## src/level_defines.svh

```systemverilog
// Holds the offsets, field positions, reset values and word addresses of the level unit.
// Assumes it is included by bare name wherever a constant is needed.
`ifndef LEVEL_DEFINES_SVH
`define LEVEL_DEFINES_SVH

// ***************************************************************
// Register port offsets and fields
// ***************************************************************
`define REG_EVENT_STATUS   2'h0
`define REG_EVENT_MASK     2'h1
`define REG_LEVEL_STATE    2'h2
`define EVT_HONORED_BIT    0
`define EVT_RETIRED_BIT    1
`define STATE_REQ_BIT      7
`define STATE_INSVC_BIT    8
`define EVENT_RESET        2'h0
`define MASK_RESET         2'h0

// ***************************************************************
// Level count, word map and instruction layout
// ***************************************************************
`define LEVEL_COUNT        96
`define FIXED_LEVELS       2
`define FIXED_ENABLE       2'h3
`define POWER_FAIL_WORD    10'h200
`define STALL_ALARM_WORD   10'h201
`define FIRST_ORDINARY     10'h202
`define LOW_BANK_LEVELS    7'h30
`define CHANNEL_FIRST      10'h230
`define CHANNEL_LAST       10'h23F
`define CHANNEL_SKIP       10'h210
`define LAST_LEVEL_WORD    10'h26F
`define STORE_PLACE_BRANCH 4'hA
`define INDIRECT_FLAG      1'h1

`endif

```

## src/level_types_pkg.sv

```systemverilog
// Holds the types and the level-to-word mapping shared by the level unit files.
// Assumes level_defines.svh is on the include path.
`include "level_defines.svh"

package level_types_pkg;

  // ***************************************************************
  // Types
  // ***************************************************************
  typedef enum logic [0:0] {
    HONOR_IDLE = 1'b0,
    HONOR_SEND = 1'b1
  } honor_state_type;

  // Words 1000..1057 octal serve levels 0..47; the channel pointer words are skipped after it.
  // word map
  function automatic logic [9:0] level_word(input logic [6:0] idx);
    if (idx < `LOW_BANK_LEVELS) begin
      level_word = 10'(`POWER_FAIL_WORD + {3'h0, idx});
    end else begin
      level_word = 10'(`POWER_FAIL_WORD + `CHANNEL_SKIP - 10'h200 + {3'h0, idx});
    end
  endfunction

endpackage

```

## src/level_priority_chain.sv

```systemverilog
// Holds the combinational priority chain across all levels.
// Assumes level 0 ranks highest and each higher index ranks lower.
`include "level_defines.svh"

module level_priority_chain (
  input  wire logic [95:0] req_state,     // Request latches.
  input  wire logic [95:0] enable_state,  // Enable latches.
  input  wire logic [95:0] insvc_state,   // In-service flip-flops.
  output logic      [95:0] present,       // One-hot presented request.
  output logic      [95:0] top_insvc      // One-hot highest routine in service.
);

  // ***************************************************************
  // Ripple of inhibit from higher levels
  // ***************************************************************
  // A ripple keeps the logic small; at 96 levels the depth is acceptable at 100 MHz.
  always_comb begin
    logic blocked;
    logic seen;
    blocked = 1'b0;
    seen    = 1'b0;
    for (int k = 0; k < `LEVEL_COUNT; k++) begin
      present[k]   = req_state[k] & enable_state[k] & ~insvc_state[k] & ~blocked;
      blocked      = blocked | (req_state[k] & enable_state[k]) | insvc_state[k];
      top_insvc[k] = insvc_state[k] & ~seen;
      seen         = seen | insvc_state[k];
    end
  end

endmodule

```

## src/level_word_encoder.sv

```systemverilog
// Holds the unary-to-binary encoder and the branch instruction builder.
// Assumes at most one bit of the winner vector is set.
`include "level_defines.svh"

module level_word_encoder (
  input  wire logic [95:0] winner,       // One-hot winning level.
  output logic      [6:0]  winner_idx,   // Binary index of the winner.
  output logic      [15:0] instr_word    // Branch instruction for the winner.
);

  // ***************************************************************
  // Encoder
  // ***************************************************************
  // unary to binary
  always_comb begin
    winner_idx = 7'h00;
    for (int k = 0; k < `LEVEL_COUNT; k++) begin
      if (winner[k]) begin
        winner_idx = 7'(k);
      end
    end
  end

  assign instr_word = {`STORE_PLACE_BRANCH, `INDIRECT_FLAG, 1'h0,
                       level_types_pkg::level_word(winner_idx)};

endmodule

```

## src/priority_interrupt_levels.sv

```systemverilog
// Holds the top of the 96-level priority interrupt unit with its latches and register port.
// Assumes all inputs but sys_rst are synchronous to sys_clk and strobes last one cycle.
//
// Decided for this implementation: the plain strobed port and the register offsets.
`include "level_defines.svh"

module priority_interrupt_levels (
  input  wire logic        sys_clk,             // System clock, 100 MHz.
  input  wire logic        sys_rst,             // Asynchronous reset, active high.
  input  wire logic        intr_switch_on,      // Panel interrupt switch, high when on.
  input  wire logic        late_phase_a,        // Pulse opening the blocked phase window.
  input  wire logic        early_phase_b,       // Pulse closing the blocked phase window.
  input  wire logic [95:0] source_req,          // Interrupt source lines.
  input  wire logic        level_enable_instr,  // Enable instruction strobe.
  input  wire logic        level_disable_instr, // Disable instruction strobe.
  input  wire logic [95:0] level_select,        // Levels chosen by the instruction.
  input  wire logic        honor_strobe,        // Processor honors the request.
  input  wire logic        end_of_routine,      // Reset in-service command.
  input  wire logic [1:0]  reg_addr,            // Register address.
  input  wire logic [15:0] reg_wdata,           // Register write data.
  input  wire logic        reg_wr,              // Register write strobe.
  input  wire logic        reg_rd,              // Register read strobe.
  output logic      [15:0] reg_rdata,           // Read data, cycle after the strobe.
  output logic             cpu_request,         // ORed request to processor control.
  output logic      [15:0] mem_out_bus,         // Branch instruction to memory output bus.
  output logic             mem_out_valid,       // Instruction valid on the bus.
  output logic      [6:0]  winning_level,       // Index of the last honored level.
  output logic             irq                  // Level interrupt, unmasked event pending.
);

  // ***************************************************************
  // State
  // ***************************************************************
  logic [95:0] req_reg, req_next;
  logic [95:0] en_reg, en_next;
  logic [95:0] insvc_reg, insvc_next;
  logic        window_reg, window_next;
  logic        cpu_request_reg, cpu_request_next;
  logic [15:0] bus_reg, bus_next;
  logic [6:0]  win_reg, win_next;
  logic [1:0]  status_reg, status_next;
  logic [1:0]  mask_reg, mask_next;
  logic        irq_reg, irq_next;
  logic [15:0] rdata_reg, rdata_next;
  level_types_pkg::honor_state_type state_reg, state_next;

  logic [95:0] present;
  logic [95:0] top_insvc;
  logic [6:0]  win_idx;
  logic [15:0] instr_word;
  logic        set_blocked;
  logic        honor_take;
  logic        retire_take;
  logic [95:0] honor_set;
  logic [95:0] retire_clr;

  // ***************************************************************
  // Priority chain and encoder
  // ***************************************************************
  level_priority_chain chain_inst (
    .req_state    (req_reg),
    .enable_state (en_reg),
    .insvc_state  (insvc_reg),
    .present      (present),
    .top_insvc    (top_insvc)
  );

  level_word_encoder encoder_inst (
    .winner     (present),
    .winner_idx (win_idx),
    .instr_word (instr_word)
  );

  // ***************************************************************
  // Phase window and request latches
  // ***************************************************************
  // The window counts as blocked from the opening pulse through the closing pulse.
  always_comb begin
    window_next = window_reg;
    if (late_phase_a) begin
      window_next = 1'b1;
    end else if (early_phase_b) begin
      window_next = 1'b0;
    end
  end

  assign set_blocked = late_phase_a | window_reg;

  // Honor is taken on the live winner so the processor never waits for the output flop.
  // honor accepted
  assign honor_take  = (state_reg == level_types_pkg::HONOR_IDLE) & honor_strobe & (|present);
  assign retire_take = end_of_routine & (|insvc_reg);
  assign honor_set   = honor_take ? present : 96'h0;
  assign retire_clr  = end_of_routine ? top_insvc : 96'h0;

  // latch held
  // A new source event wins over a retire in the same cycle so it is not lost.
  always_comb begin
    req_next = (req_reg & ~retire_clr) | (set_blocked ? 96'h0 : source_req);
  end

  // ***************************************************************
  // Enable latches and in-service flip-flops
  // ***************************************************************
  always_comb begin
    en_next    = en_reg;
    insvc_next = insvc_reg;
    if (!intr_switch_on) begin
      en_next    = 96'h0;
      insvc_next = 96'h0;
    end else begin
      if (level_enable_instr) begin
        en_next = en_reg | level_select;
      end else if (level_disable_instr) begin
        en_next = en_reg & ~level_select;
      end
      insvc_next = (insvc_reg & ~retire_clr) | honor_set;
    end
    en_next[`FIXED_LEVELS-1:0] = `FIXED_ENABLE;
  end

  // ***************************************************************
  // Honor sequence
  // ***************************************************************
  // The bus word stands one cycle; a second honor during it is ignored.
  always_comb begin
    state_next = state_reg;
    bus_next   = 16'h0000;
    win_next   = win_reg;
    case (state_reg)
      level_types_pkg::HONOR_IDLE: begin
        if (honor_take) begin
          bus_next   = instr_word;
          win_next   = win_idx;
          state_next = level_types_pkg::HONOR_SEND;
        end
      end
      level_types_pkg::HONOR_SEND: begin
        state_next = level_types_pkg::HONOR_IDLE;
      end
      default: begin
        state_next = level_types_pkg::HONOR_IDLE;
      end
    endcase
  end

  assign cpu_request_next = |present;

  // ***************************************************************
  // Event status, mask and register port
  // ***************************************************************
  // Status bits are write-one-to-clear; a new event in the clearing cycle is kept.
  always_comb begin
    logic [1:0] clr;
    logic [1:0] evt;
    clr = (reg_wr && reg_addr == `REG_EVENT_STATUS) ? reg_wdata[1:0] : 2'h0;
    evt = 2'h0;
    evt[`EVT_HONORED_BIT] = honor_take;
    evt[`EVT_RETIRED_BIT] = retire_take;
    status_next = (status_reg & ~clr) | evt;
    mask_next   = (reg_wr && reg_addr == `REG_EVENT_MASK) ? reg_wdata[1:0] : mask_reg;
    irq_next    = |(status_next & mask_next);
  end

  // Unmapped addresses and idle cycles read as zero.
  always_comb begin
    rdata_next = 16'h0000;
    if (reg_rd) begin
      case (reg_addr)
        `REG_EVENT_STATUS: rdata_next = {14'h0, status_reg};
        `REG_EVENT_MASK:   rdata_next = {14'h0, mask_reg};
        `REG_LEVEL_STATE:  rdata_next = {7'h0, |insvc_reg, cpu_request_reg, win_reg};
        default:           rdata_next = 16'h0000;
      endcase
    end
  end

  // ***************************************************************
  // Registers
  // ***************************************************************
  always_ff @(posedge sys_clk or posedge sys_rst) begin
    if (sys_rst) begin
      req_reg         <= 96'h0;
      en_reg          <= {94'h0, `FIXED_ENABLE};
      insvc_reg       <= 96'h0;
      window_reg      <= 1'b0;
      cpu_request_reg <= 1'b0;
      bus_reg         <= 16'h0000;
      win_reg         <= 7'h00;
      status_reg      <= `EVENT_RESET;
      mask_reg        <= `MASK_RESET;
      irq_reg         <= 1'b0;
      rdata_reg       <= 16'h0000;
      state_reg       <= level_types_pkg::HONOR_IDLE;
    end else begin
      req_reg         <= req_next;
      en_reg          <= en_next;
      insvc_reg       <= insvc_next;
      window_reg      <= window_next;
      cpu_request_reg <= cpu_request_next;
      bus_reg         <= bus_next;
      win_reg         <= win_next;
      status_reg      <= status_next;
      mask_reg        <= mask_next;
      irq_reg         <= irq_next;
      rdata_reg       <= rdata_next;
      state_reg       <= state_next;
    end
  end

  assign reg_rdata     = rdata_reg;
  assign cpu_request   = cpu_request_reg;
  assign mem_out_bus   = bus_reg;
  assign mem_out_valid = (state_reg == level_types_pkg::HONOR_SEND);
  assign winning_level = win_reg;
  assign irq           = irq_reg;
endmodule

```

## config.mk

```make
export PLATFORM = sky130hd
export DESIGN_NAME = priority_interrupt_levels
export DESIGN_NICKNAME = d
export VERILOG_FILES = /design/src/level_types_pkg.sv /design/src/level_priority_chain.sv /design/src/level_word_encoder.sv /design/src/priority_interrupt_levels.sv
export VERILOG_INCLUDE_DIRS = /design/src
export SDC_FILE = /design/constraint.sdc
export NUM_CORES = 1
export LEC_CHECK = 0
export ABC_AREA = 0
export BUFFER_PORTS_ARGS = -buffer_cell sky130_fd_sc_hd__buf_4
export CORE_ASPECT_RATIO = 1.4
export CORE_MARGIN = 2
export CORE_UTILIZATION = 63
export CTS_CLUSTER_SIZE = 40
export DETAILED_ROUTE_END_ITERATION = 10
export HOLD_SLACK_MARGIN = 0.02
export PLACE_DENSITY_LB_ADDON = 0.2
export SYNTH_ARGS = -nofsm -noshare
export SYNTH_HDL_FRONTEND = slang
export SYNTH_HIERARCHICAL = 1
export SYNTH_SLANG_ARGS = --single-unit
```

## constraint.sdc

```tcl
create_clock -name sys_clk -period 25.8 [get_ports sys_clk]
set_clock_uncertainty 0.1 [all_clocks]
set_input_delay 1.29 -clock sys_clk [delete_from_list [all_inputs] [get_ports sys_clk]]
set_output_delay 1.29 -clock sys_clk [all_outputs]
set_load 0.005 [all_outputs]
```

==> summary.txt <==
Yosys
  – Primary FF master, synth: dfrtp_1
  – Gate Count Post-Synth: 2008
  – Synth warn: 6
  – Top-area cell type share of the netlist area: 0.4495
  – Number of synthesized flops with an enable pin: 0
  – FF+latch count, synth: 326
  – Asr flop ratio synth: 1.000
  – Synth area leader: dfrtp_1
  – Library cells used by synthesis: 77
  – Avg Cell Area, Syn: 9.038 um2
  – Register area share after synthesis: 0.4495
  – Netlist Area Pre-Place: 18150 um2
  – Top cells by area, synth: dfrtp_1 (45%), a22oi_1 (8.0%), nor2b_1 (6.9%)

Floorplan
  – Top Ports: 263
  – Die H: 204.8 um
  – Row count: 73
  – Die ar.: 30200 um2
  – Initial Utilization: 0.6389
  – Chip Width: 147.4 um
  – Floorplan Core Area: 28410 um2

STA
  – Fin. Hold Viols: 0
  – Setup violators final: 0
  – RSZ-0062 raised after global routing: no
  – Max Freq: 0.1653 GHz
  – Fin. max-slew vios: 0
  – Min Clock Period, post-route: 6.049 ns
  – Setup_tns: 0 ns
  – Slew HR: 0.09504
  – Worst-Margin Slew: 1.357 ns
  – Fin crit share: 0.2344
  – WHS: 0.4032 ns

Power
  – VDD IR-drop max: 0.00005744 V
  – Static Leakage: 9.152 nW
  – Power per cell area: 61.61 nW/um2

Clocking
  – Clock buffer depth: 3
  – Worst skew pair latency: 0.54 ns
  – Post-CTS Resized: 0
  – CTS Hold Bufs: 0
  – CTS root buf: clkbuf_16
  – Postcts setup bufs: 0
  – CTS tree: yes
  – H-tree depth: 2
  – Clk pin slew, worst setup/hold paths: 0.06 ns
  – TritonCTS Buffers: 34
  – CTS sink count: 326

Drt
  – DRC Markers: 0
  – Vias: 17580
  – Number of DRC markers in iteration 0: 1604
  – Drt pass-1 iters: 6
  – Vias per inst: 6.710
  – Avg WL per Cell: 22.24 um
  – Routed WL: 58.28 mm
  – Post-route ant nets: 0

Worst setup path
  – Critical path class: reg -> reg
  – Reg2reg path depth: 11
  – Worst EP arrival: 6.36 ns
  – Crit start category: flip-flop
  – Critical Path RT: 26.12 ns
  – Worst setup path end: winning_level[4]
  – Worst R2R Setup Slack: 19.75 ns
  – CP max FO: 25
  – Crit path capture type: flip-flop
  – FF-to-FF End: winning_level[4]
  – R2R Path Start: insvc_reg[10]
  – CP Launch Point: insvc_reg[10]

Global routing
  – Gr usage total: 0.3851
  – Vias in the first global route: 17450
  – Antenna violations before repair: 1
  – Largest net degree at the start of global routing: 191
  – Global-route wire length before repair: 91.67 mm
  – GRT Residual Overflow: 0

Place
  – DP Area: 20230 um2
  – IO buf count: 239
  – Detailed Place HPWL: 41.18 mm
  – GP Congestion: 1.010

Run
  – Max-cap violations: 0

Cells and area
  – Core Util, Final: 0.7522
  – Layout cells sized above 1: 0.1670
  – Nets: 2444
  – Finished Cell Area: 21370 um2
  – Synth-to-Final Area Change: 17.74%
  – Antenna fix cells: 0

Hold path
  – Hold path start: winning_level[5]
  – HP Class: reg -> reg

Status
  – Status: finished clean
-- worst max-delay path, stage by stage, from the launching register on --
cell and delay [ns]:
dfrtp_1 0.45, or3_4 0.44, a221o_1 0.32, or4_4 0.59
or3_1 0.60, or4_4 0.79, nor4_1 1.02, nor4_1 0.16
nand4_1 0.23, nor4_4 0.09, a21oi_2 0.72, mux2_2 0.41
-- metal layers --
metal  vias to the layer above  part of all wire  track usage
li1                       7862                 -            -
met1                      8491              0.35       0.4390
met2                       986              0.51       0.6906
met3                       238             0.072      0.05301
met4                         2             0.064       0.2236
met5                         -           0.00024            0
-- cells in the final DEF (no fill, tap or decap), drive strengths merged, types with 34 or more instances in the layout --
master,netlist,routed
dfrtp,326,326
nand2,321,321
nor3,74,74
nor2,104,104
buf,34,272
nand3,51,51
nand4,38,38
nor4,136,136
and2,39,39
a22o,96,96
clkbuf,76,46
nor2b,199,199
and3,34,34
a22oi,194,194
-- layout make-up --
class	count	area, um2
tap	375	469.2
sequential	326	8158
clock inverter	13	107.6
fill	2051	7039
inverter	32	127.6
multi-input combinational	1556	9429
timing repair buffer	272	2046
clock buffer	46	1030
-- worst min-delay path by stage --
| stage | to | slack (ns) | cells after the start |
|---|---|---|---|
| after floorplan | window_reg | 0.35 | 1 |
| after global placement | reg_rdata[7] | 0.37 | 1 |
| after detailed placement | req_reg[17] | 0.39 | 1 |
| after CTS | reg_rdata[5] | 0.41 | 1 |
| after global routing | req_reg[19] | 0.42 | 1 |
| final | reg_rdata[5] | 0.40 | 1 |
-- synth_stat cells (all sizes together) (10+ instances only) --
master	number
dfrtp	326
nand2	321
nor2b	199
a22oi	194
nor4	136
nor2	104
a22o	96
clkbuf	76
nor3	74
nand3	51
and2	39
nand4	38
and3	34
buf	34
a21oi	33
inv	32
or4	20
o21ai	17
nand3b	12
or3	12
and3b	11
nor3b	11
nor4b	11
mux2	10
-- per-stage QoR --
step                      setup WS [ns]  total power [mW]  instances
final                             19.75             1.316       2620
after detailed placement          19.88            0.8162       2561
after global placement            19.86            0.8096       2561
after floorplan                   15.38            0.7188       2024
after global routing              19.38             1.363       2620
after CTS                         19.85             1.316       2620
-- cells by family after synthesis --
| logic type | synth area share |
|---|---|
| compound gates | 0.1717 |
| fa+ha+maj | 0.0006894 |
| buf+inv | 0.03502 |
| flops | 0.4495 |
| mux | 0.008274 |
| other cells | 0.0008271 |
| simple gates | 0.3339 |
-- power breakdown --
part | internal, mW | switching, mW | total (mW)
Sequential | 0.540 | 0.0230 | 0.563
Clock | 0.291 | 0.212 | 0.503
Combinational | 0.0991 | 0.151 | 0.251
Total | 0.930 | 0.386 | 1.32
No activity file was read; power rests on OpenSTA's default activity.
